==> src/hw/adc_ctrl_defines.vh <==
// Register offsets, field positions and reset values of the converter control block
//
// Contract
// - The five-bit scan trigger select field in bits 20-16 picks none, software edge, software level, external interrupt 0, timer 1/3/5 match, output compare 1/3/5 or comparator 1/2.
// - Bit 15 at one enables the converter module, at zero keeps it disabled.
// - Bit 13 at one halts converter operation during system idle, at zero lets it continue.
// - Bit 12 switches the analog input charge pump on or off and is one after reset.
// - Bit 11 enables capacitive voltage division when one.
// - Bit 10 routes the fast synchronous system clock to the converter control clock when one.
// - Bit 9 routes the fast synchronous peripheral clock to the converter control clock when one.
// - Bits 14, 8 and 7 of the control word are unimplemented and read as zero.
// - The three-bit vector shift field in bits 6-4 gives a left shift of zero to seven places.
// - The shifted operand is the lowest-numbered active input among the two ready status registers.
// - Reading the vector base register returns the written base plus that input number shifted left.
`ifndef ADC_CTRL_DEFINES_VH
`define ADC_CTRL_DEFINES_VH

// ************************************************************
// Register byte addresses
// ************************************************************
`define CONTROL_ONE_ADDR 12'h000
`define VECTOR_BASE_ADDR 12'h004
`define READY_FIRST_ADDR 12'h008
`define READY_SECOND_ADDR 12'h00c
`define SOFT_TRIGGER_ADDR 12'h010
`define STATUS_ADDR 12'h014

// ************************************************************
// Control word fields
// ************************************************************
`define TRIG_SEL_MSB 20
`define TRIG_SEL_LSB 16
`define ENABLE_BIT 15
`define IDLE_HALT_BIT 13
`define PUMP_BIT 12
`define CAP_DIV_BIT 11
`define FAST_SYSCLK_BIT 10
`define FAST_PERIPH_BIT 9
`define SHIFT_MSB 6
`define SHIFT_LSB 4
`define CONTROL_ONE_MASK 32'h001fbe70
`define CONTROL_ONE_RESET 32'h00001000
`define VECTOR_BASE_RESET 32'h00000000

// ************************************************************
// Trigger select codes
// ************************************************************
`define TRIG_NONE 5'h00
`define TRIG_SOFT_EDGE 5'h01
`define TRIG_SOFT_LEVEL 5'h02
`define TRIG_EXT_INT0 5'h04
`define TRIG_TIMER1 5'h05
`define TRIG_TIMER3 5'h06
`define TRIG_TIMER5 5'h07
`define TRIG_OUT_COMPARE1 5'h08
`define TRIG_OUT_COMPARE3 5'h09
`define TRIG_OUT_COMPARE5 5'h0a
`define TRIG_CMP1 5'h0b
`define TRIG_CMP2 5'h0c

// ************************************************************
// Software trigger register fields
// ************************************************************
`define SOFT_EDGE_BIT 0
`define SOFT_LEVEL_BIT 1

`endif

==> src/hw/adc_ctrl.v <==
// Converter control word, scan trigger selection and vector address forming behind an APB slave
`include "adc_ctrl_defines.vh"

module adc_ctrl
(
  core_clk,
  rst,
  psel,
  penable,
  pwrite,
  paddr,
  pwdata,
  prdata,
  pready,
  pslverr,
  idle_mode,
  external_interrupt_zero,
  timer_first_match,
  timer_third_match,
  timer_fifth_match,
  output_compare_first,
  output_compare_third,
  output_compare_fifth,
  comparator_output_first,
  comparator_output_second,
  input_ready_flag,
  converter_enable,
  converter_run,
  scan_trigger,
  input_charge_pump_enable,
  cap_voltage_divide_enable,
  fast_sysclk_path_enable,
  fast_periph_clock_path_enable
);
  input wire core_clk;
  input wire rst;
  input wire psel;
  input wire penable;
  input wire pwrite;
  input wire [11:0] paddr;
  input wire [31:0] pwdata;
  output wire [31:0] prdata;
  output wire pready;
  output wire pslverr;
  input wire idle_mode;
  input wire external_interrupt_zero;
  input wire timer_first_match;
  input wire timer_third_match;
  input wire timer_fifth_match;
  input wire output_compare_first;
  input wire output_compare_third;
  input wire output_compare_fifth;
  input wire comparator_output_first;
  input wire comparator_output_second;
  input wire [63:0] input_ready_flag;
  output wire converter_enable;
  output wire converter_run;
  output wire scan_trigger;
  output wire input_charge_pump_enable;
  output wire cap_voltage_divide_enable;
  output wire fast_sysclk_path_enable;
  output wire fast_periph_clock_path_enable;

  // ************************************************************
  // Declarations
  // ************************************************************
  reg [31:0] control_one_reg;
  reg [31:0] vector_base_reg;
  reg soft_level_reg;
  reg soft_edge_reg;
  reg [31:0] prdata_reg;
  reg [31:0] prdata_next;
  reg pready_reg;
  reg pslverr_reg;
  reg pslverr_next;
  reg run_reg;
  reg scan_trigger_reg;
  reg scan_trigger_next;
  reg [9:0] sync_a_reg;
  reg [9:0] sync_b_reg;
  reg [8:0] src_prev_reg;
  reg [63:0] ready_a_reg;
  reg [63:0] ready_b_reg;
  reg [5:0] lowest_id;
  reg any_ready;
  reg [31:0] vector_value;
  reg src_sel;
  reg src_sel_prev;
  reg sel_is_level;
  reg sel_valid;
  integer i;

  wire [9:0] async_in;
  wire idle_sync;
  wire [8:0] src_sync;
  wire [4:0] trig_sel;
  wire [2:0] vec_shift;
  wire setup_phase;
  wire access_done;
  wire wr_control;
  wire wr_base;
  wire wr_soft;
  wire [4:0] src_offset;

  // ************************************************************
  // Input synchronisers
  // ************************************************************
  assign async_in = {idle_mode, comparator_output_second, comparator_output_first,
    output_compare_fifth, output_compare_third, output_compare_first,
    timer_fifth_match, timer_third_match, timer_first_match, external_interrupt_zero};

  // Every pin-side input sees two flops before any logic reads it
  genvar g;
  generate
    for (g = 0; g < 10; g = g + 1)
    begin : gen_sync
      always @(posedge core_clk or posedge rst)
      begin
        if (rst)
        begin
          sync_a_reg[g] <= 1'b0;
          sync_b_reg[g] <= 1'b0;
        end
        else
        begin
          sync_a_reg[g] <= async_in[g];
          sync_b_reg[g] <= sync_a_reg[g];
        end
      end
    end
  endgenerate

  assign idle_sync = sync_b_reg[9];
  assign src_sync = sync_b_reg[8:0];

  always @(posedge core_clk or posedge rst)
  begin
    if (rst)
    begin
      ready_a_reg <= 64'h0000000000000000;
      ready_b_reg <= 64'h0000000000000000;
    end
    else
    begin
      ready_a_reg <= input_ready_flag;
      ready_b_reg <= ready_a_reg;
    end
  end

  // ************************************************************
  // Field views of the control word
  // ************************************************************
  assign trig_sel = control_one_reg[`TRIG_SEL_MSB:`TRIG_SEL_LSB];
  assign vec_shift = control_one_reg[`SHIFT_MSB:`SHIFT_LSB];
  assign src_offset = trig_sel - `TRIG_EXT_INT0;

  assign converter_enable = control_one_reg[`ENABLE_BIT];
  assign input_charge_pump_enable = control_one_reg[`PUMP_BIT];
  assign cap_voltage_divide_enable = control_one_reg[`CAP_DIV_BIT];
  assign fast_sysclk_path_enable = control_one_reg[`FAST_SYSCLK_BIT];
  assign fast_periph_clock_path_enable = control_one_reg[`FAST_PERIPH_BIT];
  assign converter_run = run_reg;
  assign scan_trigger = scan_trigger_reg;

  // ************************************************************
  // APB decode
  // ************************************************************
  assign setup_phase = psel & ~penable;
  assign access_done = psel & penable & pready_reg;
  assign wr_control = access_done & pwrite & (paddr == `CONTROL_ONE_ADDR);
  assign wr_base = access_done & pwrite & (paddr == `VECTOR_BASE_ADDR);
  assign wr_soft = access_done & pwrite & (paddr == `SOFT_TRIGGER_ADDR);

  // ************************************************************
  // Lowest active ready input and vector address
  // ************************************************************
  // Scan from the top down so the lowest set index is the last one to win
  always @*
  begin
    lowest_id = 6'h00;
    any_ready = 1'b0;
    for (i = 63; i >= 0; i = i - 1)
    begin
      if (ready_b_reg[i])
      begin
        lowest_id = i[5:0];
        any_ready = 1'b1;
      end
    end
  end

  // With no input ready the read gives the plain base value
  always @*
  begin
    vector_value = vector_base_reg;
    if (any_ready)
    begin
      vector_value = vector_base_reg + ({26'h0000000, lowest_id} << vec_shift);
    end
  end

  // ************************************************************
  // Read mux
  // ************************************************************
  always @*
  begin
    prdata_next = 32'h00000000;
    pslverr_next = 1'b0;
    case (paddr)
      `CONTROL_ONE_ADDR: prdata_next = control_one_reg & `CONTROL_ONE_MASK;
      `VECTOR_BASE_ADDR: prdata_next = vector_value;
      `READY_FIRST_ADDR: prdata_next = ready_b_reg[31:0];
      `READY_SECOND_ADDR: prdata_next = ready_b_reg[63:32];
      `SOFT_TRIGGER_ADDR: prdata_next = {30'h00000000, soft_level_reg, 1'b0};
      `STATUS_ADDR: prdata_next = {30'h00000000, idle_sync, run_reg};
      // Unmapped words are refused with an error and zero data
      default: pslverr_next = 1'b1;
    endcase
  end

  // Read data is latched in setup, so every access costs exactly one wait-free access cycle
  always @(posedge core_clk or posedge rst)
  begin
    if (rst)
    begin
      prdata_reg <= 32'h00000000;
      pready_reg <= 1'b0;
      pslverr_reg <= 1'b0;
    end
    else
    begin
      pready_reg <= setup_phase;
      if (setup_phase)
      begin
        prdata_reg <= pwrite ? 32'h00000000 : prdata_next;
        pslverr_reg <= pslverr_next;
      end
      else if (access_done)
      begin
        prdata_reg <= 32'h00000000;
        pslverr_reg <= 1'b0;
      end
    end
  end

  assign prdata = prdata_reg;
  assign pready = pready_reg;
  assign pslverr = pslverr_reg;

  // ************************************************************
  // Writable registers
  // ************************************************************
  always @(posedge core_clk or posedge rst)
  begin
    if (rst)
    begin
      control_one_reg <= `CONTROL_ONE_RESET;
      vector_base_reg <= `VECTOR_BASE_RESET;
      soft_level_reg <= 1'b0;
      soft_edge_reg <= 1'b0;
    end
    else
    begin
      if (wr_control)
      begin
        // Unimplemented bits never store, so they cannot read back
        control_one_reg <= pwdata & `CONTROL_ONE_MASK;
      end
      if (wr_base)
      begin
        vector_base_reg <= pwdata;
      end
      if (wr_soft)
      begin
        soft_level_reg <= pwdata[`SOFT_LEVEL_BIT];
      end
      soft_edge_reg <= wr_soft & pwdata[`SOFT_EDGE_BIT];
    end
  end

  // ************************************************************
  // Run state
  // ************************************************************
  always @(posedge core_clk or posedge rst)
  begin
    if (rst)
    begin
      run_reg <= 1'b0;
    end
    else
    begin
      run_reg <= control_one_reg[`ENABLE_BIT] & ~(control_one_reg[`IDLE_HALT_BIT] & idle_sync);
    end
  end

  // ************************************************************
  // Trigger source selection
  // ************************************************************
  always @*
  begin
    src_sel = 1'b0;
    src_sel_prev = 1'b0;
    sel_is_level = 1'b0;
    sel_valid = 1'b1;
    case (trig_sel)
      `TRIG_NONE: sel_valid = 1'b0;
      `TRIG_SOFT_EDGE: src_sel = soft_edge_reg;
      `TRIG_SOFT_LEVEL:
      begin
        src_sel = soft_level_reg;
        sel_is_level = 1'b1;
      end
      // Hardware sources sit on the synchroniser in code order, from bit 0 upward
      `TRIG_EXT_INT0, `TRIG_TIMER1, `TRIG_TIMER3, `TRIG_TIMER5, `TRIG_OUT_COMPARE1, `TRIG_OUT_COMPARE3,
      `TRIG_OUT_COMPARE5, `TRIG_CMP1, `TRIG_CMP2:
      begin
        src_sel = src_sync[src_offset[3:0]];
        src_sel_prev = src_prev_reg[src_offset[3:0]];
      end
      default: sel_valid = 1'b0;
    endcase
  end

  // Hardware sources fire on a rising edge; the soft edge bit is already a pulse
  always @*
  begin
    scan_trigger_next = 1'b0;
    if (run_reg & sel_valid)
    begin
      if (sel_is_level | (trig_sel == `TRIG_SOFT_EDGE))
      begin
        scan_trigger_next = src_sel;
      end
      else
      begin
        scan_trigger_next = src_sel & ~src_sel_prev;
      end
    end
  end

  always @(posedge core_clk or posedge rst)
  begin
    if (rst)
    begin
      src_prev_reg <= 9'h000;
      scan_trigger_reg <= 1'b0;
    end
    else
    begin
      src_prev_reg <= src_sync;
      scan_trigger_reg <= scan_trigger_next;
    end
  end

endmodule

==> config.mk <==
export PLATFORM = sky130hd
export DESIGN_NAME = adc_ctrl
export DESIGN_NICKNAME = d
export VERILOG_FILES = /design/src/hw/adc_ctrl.v
export VERILOG_INCLUDE_DIRS = /design/src /design/src/hw
export SDC_FILE = /design/constraint.sdc
export NUM_CORES = 1
export LEC_CHECK = 0
export BUFFER_PORTS_ARGS = -buffer_cell sky130_fd_sc_hd__buf_2
export CORE_MARGIN = 3
export CORE_UTILIZATION = 50
export DETAILED_ROUTE_END_ITERATION = 8
export PLACE_DENSITY = 0.72
export SLEW_MARGIN = 10
export SYNTH_ARGS = -nofsm -noshare
export SYNTH_HDL_FRONTEND = slang
export SYNTH_SLANG_ARGS = --single-unit
==> constraint.sdc <==
create_clock -name core_clk -period 10.3 [get_ports core_clk]
set_clock_uncertainty 0.2 [all_clocks]
set_input_delay 1.03 -clock core_clk [delete_from_list [all_inputs] [get_ports core_clk]]
set_output_delay 1.03 -clock core_clk [all_outputs]
set_load 0.02 [all_outputs]
* After elaboration in Yosys (flattened, before gate mapping)
Cells that the tools add are included.
Cells by class: bitwise operators 16, equality and inequality tests 16, shifts and indexed selects 1, $add $sub $neg 2, mux-type cells 146, $lt $le $gt $ge 1, reduce and logical (&&, ||, !) cells 5
Operator list (count):
- two-way mux 6 bit | 64
- case mux 32 bit (6 select lines) | 1
- two-way mux 32 bit | 4
- two-way mux 1 bit | 74
- adder 32 bit | 1
- left shift 6 x 3 -> 32 bit | 1
- == test 5 x 4 -> 1 bit (second input constant) | 5
- == test 12 x 4 -> 1 bit (second input constant) | 2
- == test 12 x 5 -> 1 bit (second input constant) | 2
- == test 5 x 3 -> 1 bit (second input constant) | 4
- AND 1 bit | 12
- == test 12 x 3 -> 1 bit (second input constant) | 1
- zero test 12 bit | 1
- OR reduction 11 bit | 1
- OR reduction 9 bit | 1
- binary-select mux 1 bit (select 4 bit) | 2
- OR reduction 6 bit | 1
- == test 5 x 1 -> 1 bit (second input constant) | 1
- == test 5 x 2 -> 1 bit (second input constant) | 1
- less-than comparator 4 x 5 -> 1 bit (second input constant) | 1
- subtractor 4 x 3 -> 4 bit (second input constant) | 1
- NOT 1 bit | 3
- case mux 1 bit (3 select lines) | 1
- nonzero test 2 bit | 1
- OR 1 bit | 1
Storage, ports and cells: register bits 241, output and inout bits 41, word-level logic and storage cells 219

* Logic depth before layout (Yosys ltp)
Gate-level depths: netlist of run 1.
depth in word-level cells 70, depth in mapped cells 18, mapped depth without buffers 17

* Worst setup path before layout of run 1
Ideal clock, no wire load.
kind flip-flop to flip-flop, from register ready_b_reg[23], to register prdata_reg[25], in the netlist prdata[25], setup slack 5.524 ns, arrival time 4.493 ns, stages on the path, launching flop included 16, path buffers 1, required time 10.017 ns, path through dfrtp_1 -> buf_6 -> or4_4 -> or4b_4 -> a2111oi_4 -> a21oi_2 -> nor3_4 -> nor3_1 -> ha_1 -> a211o_1 -> a2111oi_0 -> nor3_1 -> o31ai_2 -> nor4_1 -> xnor2_1 -> o21ai_0
Between the ends: cells in the longest elaborated chain, start to end 30, elaborated cells between the ends (all ways) 54, those cells by class 1 x add/sub; 1 x shift; 52 x mux
RTL lines:
- start, declared | RTL line adc_ctrl.v:83 | reg [63:0] ready_b_reg;
- start signal, assigned | RTL line adc_ctrl.v:146 | ready_b_reg <= ready_a_reg;
- two-way mux 6 bit (24 in series) | RTL line adc_ctrl.v:184 | if (ready_b_reg[i])
- left shift 6 x 3 -> 32 bit | RTL line adc_ctrl.v:198 | vector_value = vector_base_reg + ({26'h0000000, lowest_id} << vec_shift);
- adder 32 bit | RTL line adc_ctrl.v:198
- two-way mux 32 bit (*) | RTL line adc_ctrl.v:196 | if (any_ready)
- case mux 32 bit (6 select lines) (*) | RTL line adc_ctrl.v:209 | case (paddr)
- two-way mux 32 bit (*) | RTL line adc_ctrl.v:235 | prdata_reg <= pwrite ? 32'h00000000 : prdata_next;
- two-way mux 32 bit (*) | RTL line adc_ctrl.v:233 | if (setup_phase)
- end signal, assigned | RTL line adc_ctrl.v:235
- end, declared | RTL line adc_ctrl.v:71 | reg [31:0] prdata_reg;
Every way passes the cells marked *; elsewhere a longest branch is shown, timed or not. A chain may end at the register's enable or synchronous reset.

* Worst setup path in the final report of run 1
from register ready_b_reg[26], to register prdata_reg[23], in the netlist prdata[23]
Between the ends: cells in the longest elaborated chain, start to end 33, elaborated cells between the ends (all ways) 60, those cells by class 1 x add/sub; 1 x shift; 58 x mux
RTL lines (RTL line):
- two-way mux 6 bit (27 in series) | adc_ctrl.v:184
- left shift 6 x 3 -> 32 bit | adc_ctrl.v:198
- adder 32 bit | adc_ctrl.v:198
- two-way mux 32 bit (*) | adc_ctrl.v:196
- case mux 32 bit (6 select lines) (*) | adc_ctrl.v:209
- two-way mux 32 bit (*) | adc_ctrl.v:235
- two-way mux 32 bit (*) | adc_ctrl.v:233
Marks and branches as above.

==> results of run 1 <==
-- final cells by class --
cell class,count,share of cell area [%]
multi-input cells,649,35.1
inverters,29,0.927
well taps,270,2.69
flip-flops and latches,241,48.1
repair buffers,166,6.68
diodes,1,0.0199
clock buffers,35,5.68
clock inverters,8,0.817
-- how the worst max path moves through the flow --
| stage | start | endpoint | depth (start not counted) |
|---|---|---|---|
| finish | ready_b_reg[26] | prdata[23] | 14 |
| global route | ready_b_reg[26] | prdata[27] | 14 |
| CTS | ready_b_reg[26] | prdata[23] | 14 |
| detailed placement | ready_b_reg[26] | prdata[29] | 14 |
| global placement | ready_b_reg[26] | prdata[23] | 14 |
| floorplan | rst | control_one_reg[10] | 1 |
-- worst max-delay path: cells and delay by family, from the launching register on --
family	cells	cell delay (ns)
compound gates	6	2.48
simple gates	6	1.85
flops	1	0.46
fa+ha+maj	1	0.31
xor+xnor	1	0.18
-- cell usage in the layout (no fill, tap or decap), types with 4 or more instances in the layout --
master     instances
o22ai_1            4
nor3b_1            5
buf_2            163
mux2_2            54
o21bai_1           8
and3_1             8
a21oi_1           54
nor4_1            27
o21a_1             5
clkbuf_8           5
ha_1              19
clkbuf_16         25
and2_1             7
clkbuf_1           5
dfrtp_1          240
nand3_1           22
a22oi_1           24
nor3_1            32
a211oi_1          11
nand4_1            9
o31ai_1            5
inv_1             28
xnor2_1           20
or4_1             11
nand2_1           59
o211ai_1           6
or3_1              9
mux4_2             4
nor2_1            72
nand2b_1          12
o21ai_0           61
mux2i_1           10
nor2b_1           11
a22o_1             9
a221oi_1           5
a2111oi_0          8
-- per-layer routing --
layer | routed length (µm) | up-vias | track usage [%]
met5 | 0 | - | 0
li1 | - | 3815 | -
met2 | 13800 | 369 | 39.5
met3 | 2330 | 43 | 5.55
met4 | 634 | 0 | 5.65
met1 | 12600 | 4098 | 34.9
-- kinds of logic after synthesis --
logic type	Yosys count
mux	68
flops	241
fa+ha+maj	20
simple gates	306
buf+inv	64
compound gates	232
xor+xnor	23
-- power by group through the flow --
stage | clock network, µW | registers (µW) | logic (µW)
final | 887 | 1010 | 95.2
after global routing | 951 | 1010 | 107
after CTS | 909 | 1010 | 96.4
after detailed placement | 0 | 1030 | 96.1
after global placement | 0 | 1020 | 95.3
after floorplan | 0 | 1010 | 52.7
-- through the flow --
step	instances	hold WS [ns]	util (%)
floorplan	954	0.131	-
global placement	1355	0.132	56.9
detailed placement	1355	0.135	56.9
CTS	1398	0.147	60.8
global route	1399	0.151	60.9
finish	1399	0.145	60.9
==> results.txt, run 1 <==
status = finished, final reports clean
cell-internal power = 1550 µW
Starting Density = 51.7%
Static Leak = 0.00559 µW
clock network latency to the later pin of the worst-skew pair = 0.52 ns
synth top area cells = dfrtp_1, mux2_2, o21ai_0
# IOs = 164
FILL cells = 1,735
Post-CTS Setup Bufs = 0
global route total overflow = 0
sequential-to-total area share from yosys stat = 56.5%
critical path's slowest cell = o31ai_2
final setup violation count = 0
Iter 0 DRT Violations = 649
Synth Area in Simple Gates = 15.0%
vias in the first global route = 8,245
Clock transition at path regs = 0.07 ns
Placement Cell Area = 11,700 µm²
layout cells sized above 1 = 25.1%
Max stage delay on crit path = 0.77 ns
CP endpoint kind = register
post_cts resized = 0
Overall Global Routing Usage = 24.7%
Post-route DRC = 0
first-pass GRT wire length = 45.8 mm
Final Max Slew Viols = 0
Unique masters post-synth = 72
Slew HR = 27.8%
TritonCTS clock tree = yes
Reg area = 6030 µm²
clock share of power = 44.5%
VDD IR max = 162 µV
Chip Height = 152 µm
row count = 52
H-Tree Level Count = 1
Most Frequent Cell on Critical Path = nor3_1
pre-CTS setup slack = 4.74 ns
combinational share of power = 4.8%
crit path time final = 5.62 ns
largest net degree at the start of global routing = 89
Mapped Nets = 1,097
Die Area = 23,100 µm²
cell taking the most area after synthesis = dfrtp_1
worst hold path class = reg -> reg
via count = 8,325
WHS Endpoint = ready_b_reg[33]
Power, Total = 1990 µW
adder-cell share of the synthesized area = 2.42%
clock buffer depth = 3
Post-Synthesis Cell Area = 10,700 µm²
post-synthesis async set-or-reset flop share = 100%
worst-case reg-to-reg path depth = 14
CTS sink cnt = 241
EDFF count, synth = 0
Syn Area/Cell = 11.2 µm²
CTS buffer count = 24
Yosys reg bits = 241
area of the multi-input gates = 4410 µm²
Worst EP arrival = 5.80 ns
unrepaired setup endpoints after global routing = false
Commonest cells post-synth = dfrtp_1, nor2_1, o21ai_0, nand2_1
r2r setup slk = 4.68 ns
Syn Inst Count = 954
drt via density = 5.95
CP Max Fanout = 10
initial antenna violation count = 1
end of the worst register-to-register path = prdata[23]
Pwr Density = 159 nW/µm²
count leader, synth = dfrtp_1
Worst setup SP type = register
# nets final = 1,254
Sw Pwr = 445 µW
Worst Hold Depth = 0
Hold Fails Final Rpt = 0
GPL Wtd Cong = 0.973
FMAX = 178 MHz
root buf cell = clkbuf_16
PortBufs = 163
setup TNS = 0 ns
Setup Crit Path Kind = reg -> reg
beginning of the worst hold path = ready_a_reg[33]
Net Sw Frac = 22.3%
Worst Path Required = 10.48 ns
Tcrit/Tclk final = 54.5%
DP HPWL = 21.7 mm
core area = 20,600 µm²
drt wl/cell = 20.9 µm
area share of the largest cell type after synthesis = 56.3%
part of the power in registers = 50.7%
Layout area overhead = 17.6%
Worst-Margin Slew = 1.08 ns
Routed Antenna Nets = 0
max_cap viols = 0
post-route cell area = 12,600 µm²
DR pass1 iterations = 6
WL final = 29.3 mm
Hold Buf Count CTS = 0
crit-path cells = or4_4 -> or4b_4 -> a2111oi_4 -> a21oi_2 -> nor3_4 -> nor3_1 -> ha_1 -> a211o_1 -> a2111oi_0 -> nor3_1 -> o31ai_2 -> nor3_1 -> xnor2_1 -> o21ai_0
Die Wd = 152 µm
mux share of post-synthesis cell area = 7.48%
XOR/XNOR share of the synthesized area = 1.89%
complex-gate fraction of the synthesized area = 14.3%
RR Startpoint = ready_b_reg[26]
Syn. warnings = 0
fin worst setup slack = 4.68 ns
main combinational cell family by area after synthesis = simple AND/OR/NAND/NOR gates
Main synth FF type = dfrtp_1
No activity file was read; power rests on OpenSTA's default activity.
==> run 2: changes to the inputs <==
--- a/config.mk
+++ b/config.mk
@@ -6,6 +6,7 @@
 export SDC_FILE = /design/constraint.sdc
 export NUM_CORES = 1
 export LEC_CHECK = 0
+export ABC_AREA = 1
 export BUFFER_PORTS_ARGS = -buffer_cell sky130_fd_sc_hd__buf_2
 export CORE_MARGIN = 3
 export CORE_UTILIZATION = 50
==> constraint.sdc (replaced) <==
create_clock -name core_clk -period 5.7 [get_ports core_clk]
set_clock_uncertainty 0.2 [all_clocks]
set_input_delay 0.57 -clock core_clk [delete_from_list [all_inputs] [get_ports core_clk]]
set_output_delay 0.57 -clock core_clk [all_outputs]
set_load 0.02 [all_outputs]
==> run 2 against run 1 <==
Compared with the run above:
- the flow now finishes with violations (setup timing)
- register-to-register slack lost 6.5 ns
- die area shrank 5.2%
- via count grew 7.1%
- critical endpoint is now prdata[18]
- largest power group unchanged
==> results.txt, run 2 <==
status = finished with violations
failing checks = setup timing
Die Area = 21,900 µm²
Iter 0 DRT Violations = 732
first-pass GRT wire length = 47.1 mm
# IOs = 164
Final Max Slew Viols = 0
Post-Synthesis Cell Area = 10,100 µm²
Hold Fails Final Rpt = 0
Slew HR = 25.8%
critical path's slowest cell = dfrtp_1
clock network latency to the later pin of the worst-skew pair = 0.53 ns
initial antenna violation count = 0
Syn. warnings = 0
commonest non-fill, non-tap cell in the layout = dfrtp_1
Post-Place Cells = 1,547
crit path time final = 7.51 ns
Non-Filler Instances = 1,699
Setup Crit Path Kind = reg -> reg
unrepaired setup endpoints after global routing = true
Clock transition at path regs = 0.07 ns
Syn Inst Count = 1,056
layout cells sized above 1 = 28.1%
Most Frequent Cell on Critical Path = nand2_1
Placement Cell Area = 11,900 µm²
VDD IR max = 271 µV
Pwr Density = 261 nW/µm²
max_cap viols = 0
Unique masters post-synth = 43
Main synth FF type = dfrtp_1
Worst-Margin Slew = 1.11 ns
CP Max Fanout = 3
sequential-to-total area share from yosys stat = 59.8%
final setup violation count = 29
CTS sink cnt = 241
TritonCTS clock tree = yes
Layout area overhead = 37.9%
Worst setup SP type = register
Worst Path Required = 5.90 ns
Overall Global Routing Usage = 27.5%
root buf cell = clkbuf_16
Post-route DRC = 0
H-Tree Level Count = 1
FMAX = 133 MHz
Commonest cells post-synth = dfrtp_1, nand2_1, inv_1, nor2_1, o21ai_0
Syn Area/Cell = 9.55 µm²
DR pass1 iterations = 6
Die Wd = 148 µm
CTS buffer count = 24
EDFF count, synth = 0
post-route cell area = 13,900 µm²
Static Leak = 0.00690 µW
via count = 8,915
WL final = 30.3 mm
cell taking the most area after synthesis = dfrtp_1
row count = 51
drt via density = 5.25
vias in the first global route = 8,784
core area = 19,700 µm²
global route total overflow = 0
largest net degree at the start of global routing = 135
count leader, synth = dfrtp_1
drt wl/cell = 17.8 µm
PortBufs = 163
CP endpoint kind = register
# nets final = 1,560
clock buffer depth = 3
post-synthesis async set-or-reset flop share = 100%
GPL Wtd Cong = 0.982
Mapped Nets = 1,199
number of antenna repair diodes = 0
Worst EP arrival = 7.71 ns
synth top area cells = dfrtp_1, nand2_1, inv_1
most frequent cells in the layout = dfrtp_1, nand2_1, buf_2, inv_1, buf_4
Fin Hold WS = 0.0844 ns
DP HPWL = 20.9 mm
worst hold path class = in -> reg
pre-CTS setup slack = -1.62 ns
Routed Antenna Nets = 0
Yosys reg bits = 241
Tcrit/Tclk final = 132%
fin worst setup slack = -1.81 ns
area share of the largest cell type after synthesis = 59.5%
Starting Density = 51.3%
Chip Height = 148 µm
Max stage delay on crit path = 0.41 ns
run 2: cell types whose count changed after synthesis, moves of 18 or more:
cell	change
inv_1	+103
a32o_1	+21
mux2_2	-49
nor2_1	+18
nand3_1	+25
nor4_1	-19
nand2_1	+166
a22oi_1	-24
run 2: stage by stage:
| step | utilization [%] | total power, µW | setup TNS, ns |
|---|---|---|---|
| global placement | 60.5 | 2010 | -17.98 |
| CTS | 70.1 | 3650 | -23.22 |
| detailed placement | 60.5 | 2010 | -21.01 |
| global route | 70.8 | 3770 | -51.20 |
| finish | 70.8 | 3640 | -28.62 |
| floorplan | - | 1900 | -4.69 |
run 2: cells by family after synthesis:
kind of cell	after synthesis	share of synthesized area, %
compound gates	206	13.2
xor+xnor	13	1.13
fa+ha+maj	20	2.55
buf+inv	169	6.31
flops	241	59.8
mux	5	0.558
simple gates	402	16.5
run 2: worst paths after layout:
kind	endpoint	depth (start not counted)	startpoint	slack (ns)
max	prdata[18]	97	ready_b_reg[62]	-1.81
min	vector_base_reg[8]	2	pwdata[8]	0.08
max reg2reg	prdata[18]	97	ready_b_reg[62]	-1.81
min reg2reg	ready_b_reg[24]	0	ready_a_reg[24]	0.14
max in group asynchronous	control_one_reg[5]	4	rst	3.45
min in group asynchronous	ready_a_reg[27]	3	rst	0.56
run 2: layout make-up:
cell class              count  area (µm²)
flip-flops and latches    241        6030
multi-input cells         646        3670
fillers                  1508        5740
well taps                 265         332
clock buffers              30         643
inverters                 139         526
repair buffers            365        2540
clock inverters            13         171
run 2: layer usage:
layer	wire, µm	up-vias	track usage [%]
li1	-	4217	-
met1	12600	4233	38.6
met2	14200	402	44.8
met3	2770	63	5.64
met4	789	0	6.79
met5	0	-	0
run 2: what timing repair did:
action	4_1_cts	5_1_grt
endpoints found under the setup margin	26	31
setup buffers	27	8
pin swaps	12	16
hold buffers	75	0
gates resized for setup	38	25
hold endpoints to repair	76	0
run 2: where the power goes:
part / leakage [µW] / internal (µW) / switching [µW]
Sequential: 0.00294 / 1770 / 30.1
Clock: 0.000393 / 946 / 660
Combinational: 0.00357 / 112 / 120
run 2: critical path: cells and delay by family, from the launching register on:
kind                     cells  cell delay [ns]
AND/OR/NAND/NOR             74             3.93
AO/OA/AOI/OAI                6             0.78
adder cells (fa/ha/maj)      1             0.28
buffers and inverters       15             1.63
XOR/XNOR                     1             0.14
flip-flops                   1             0.41
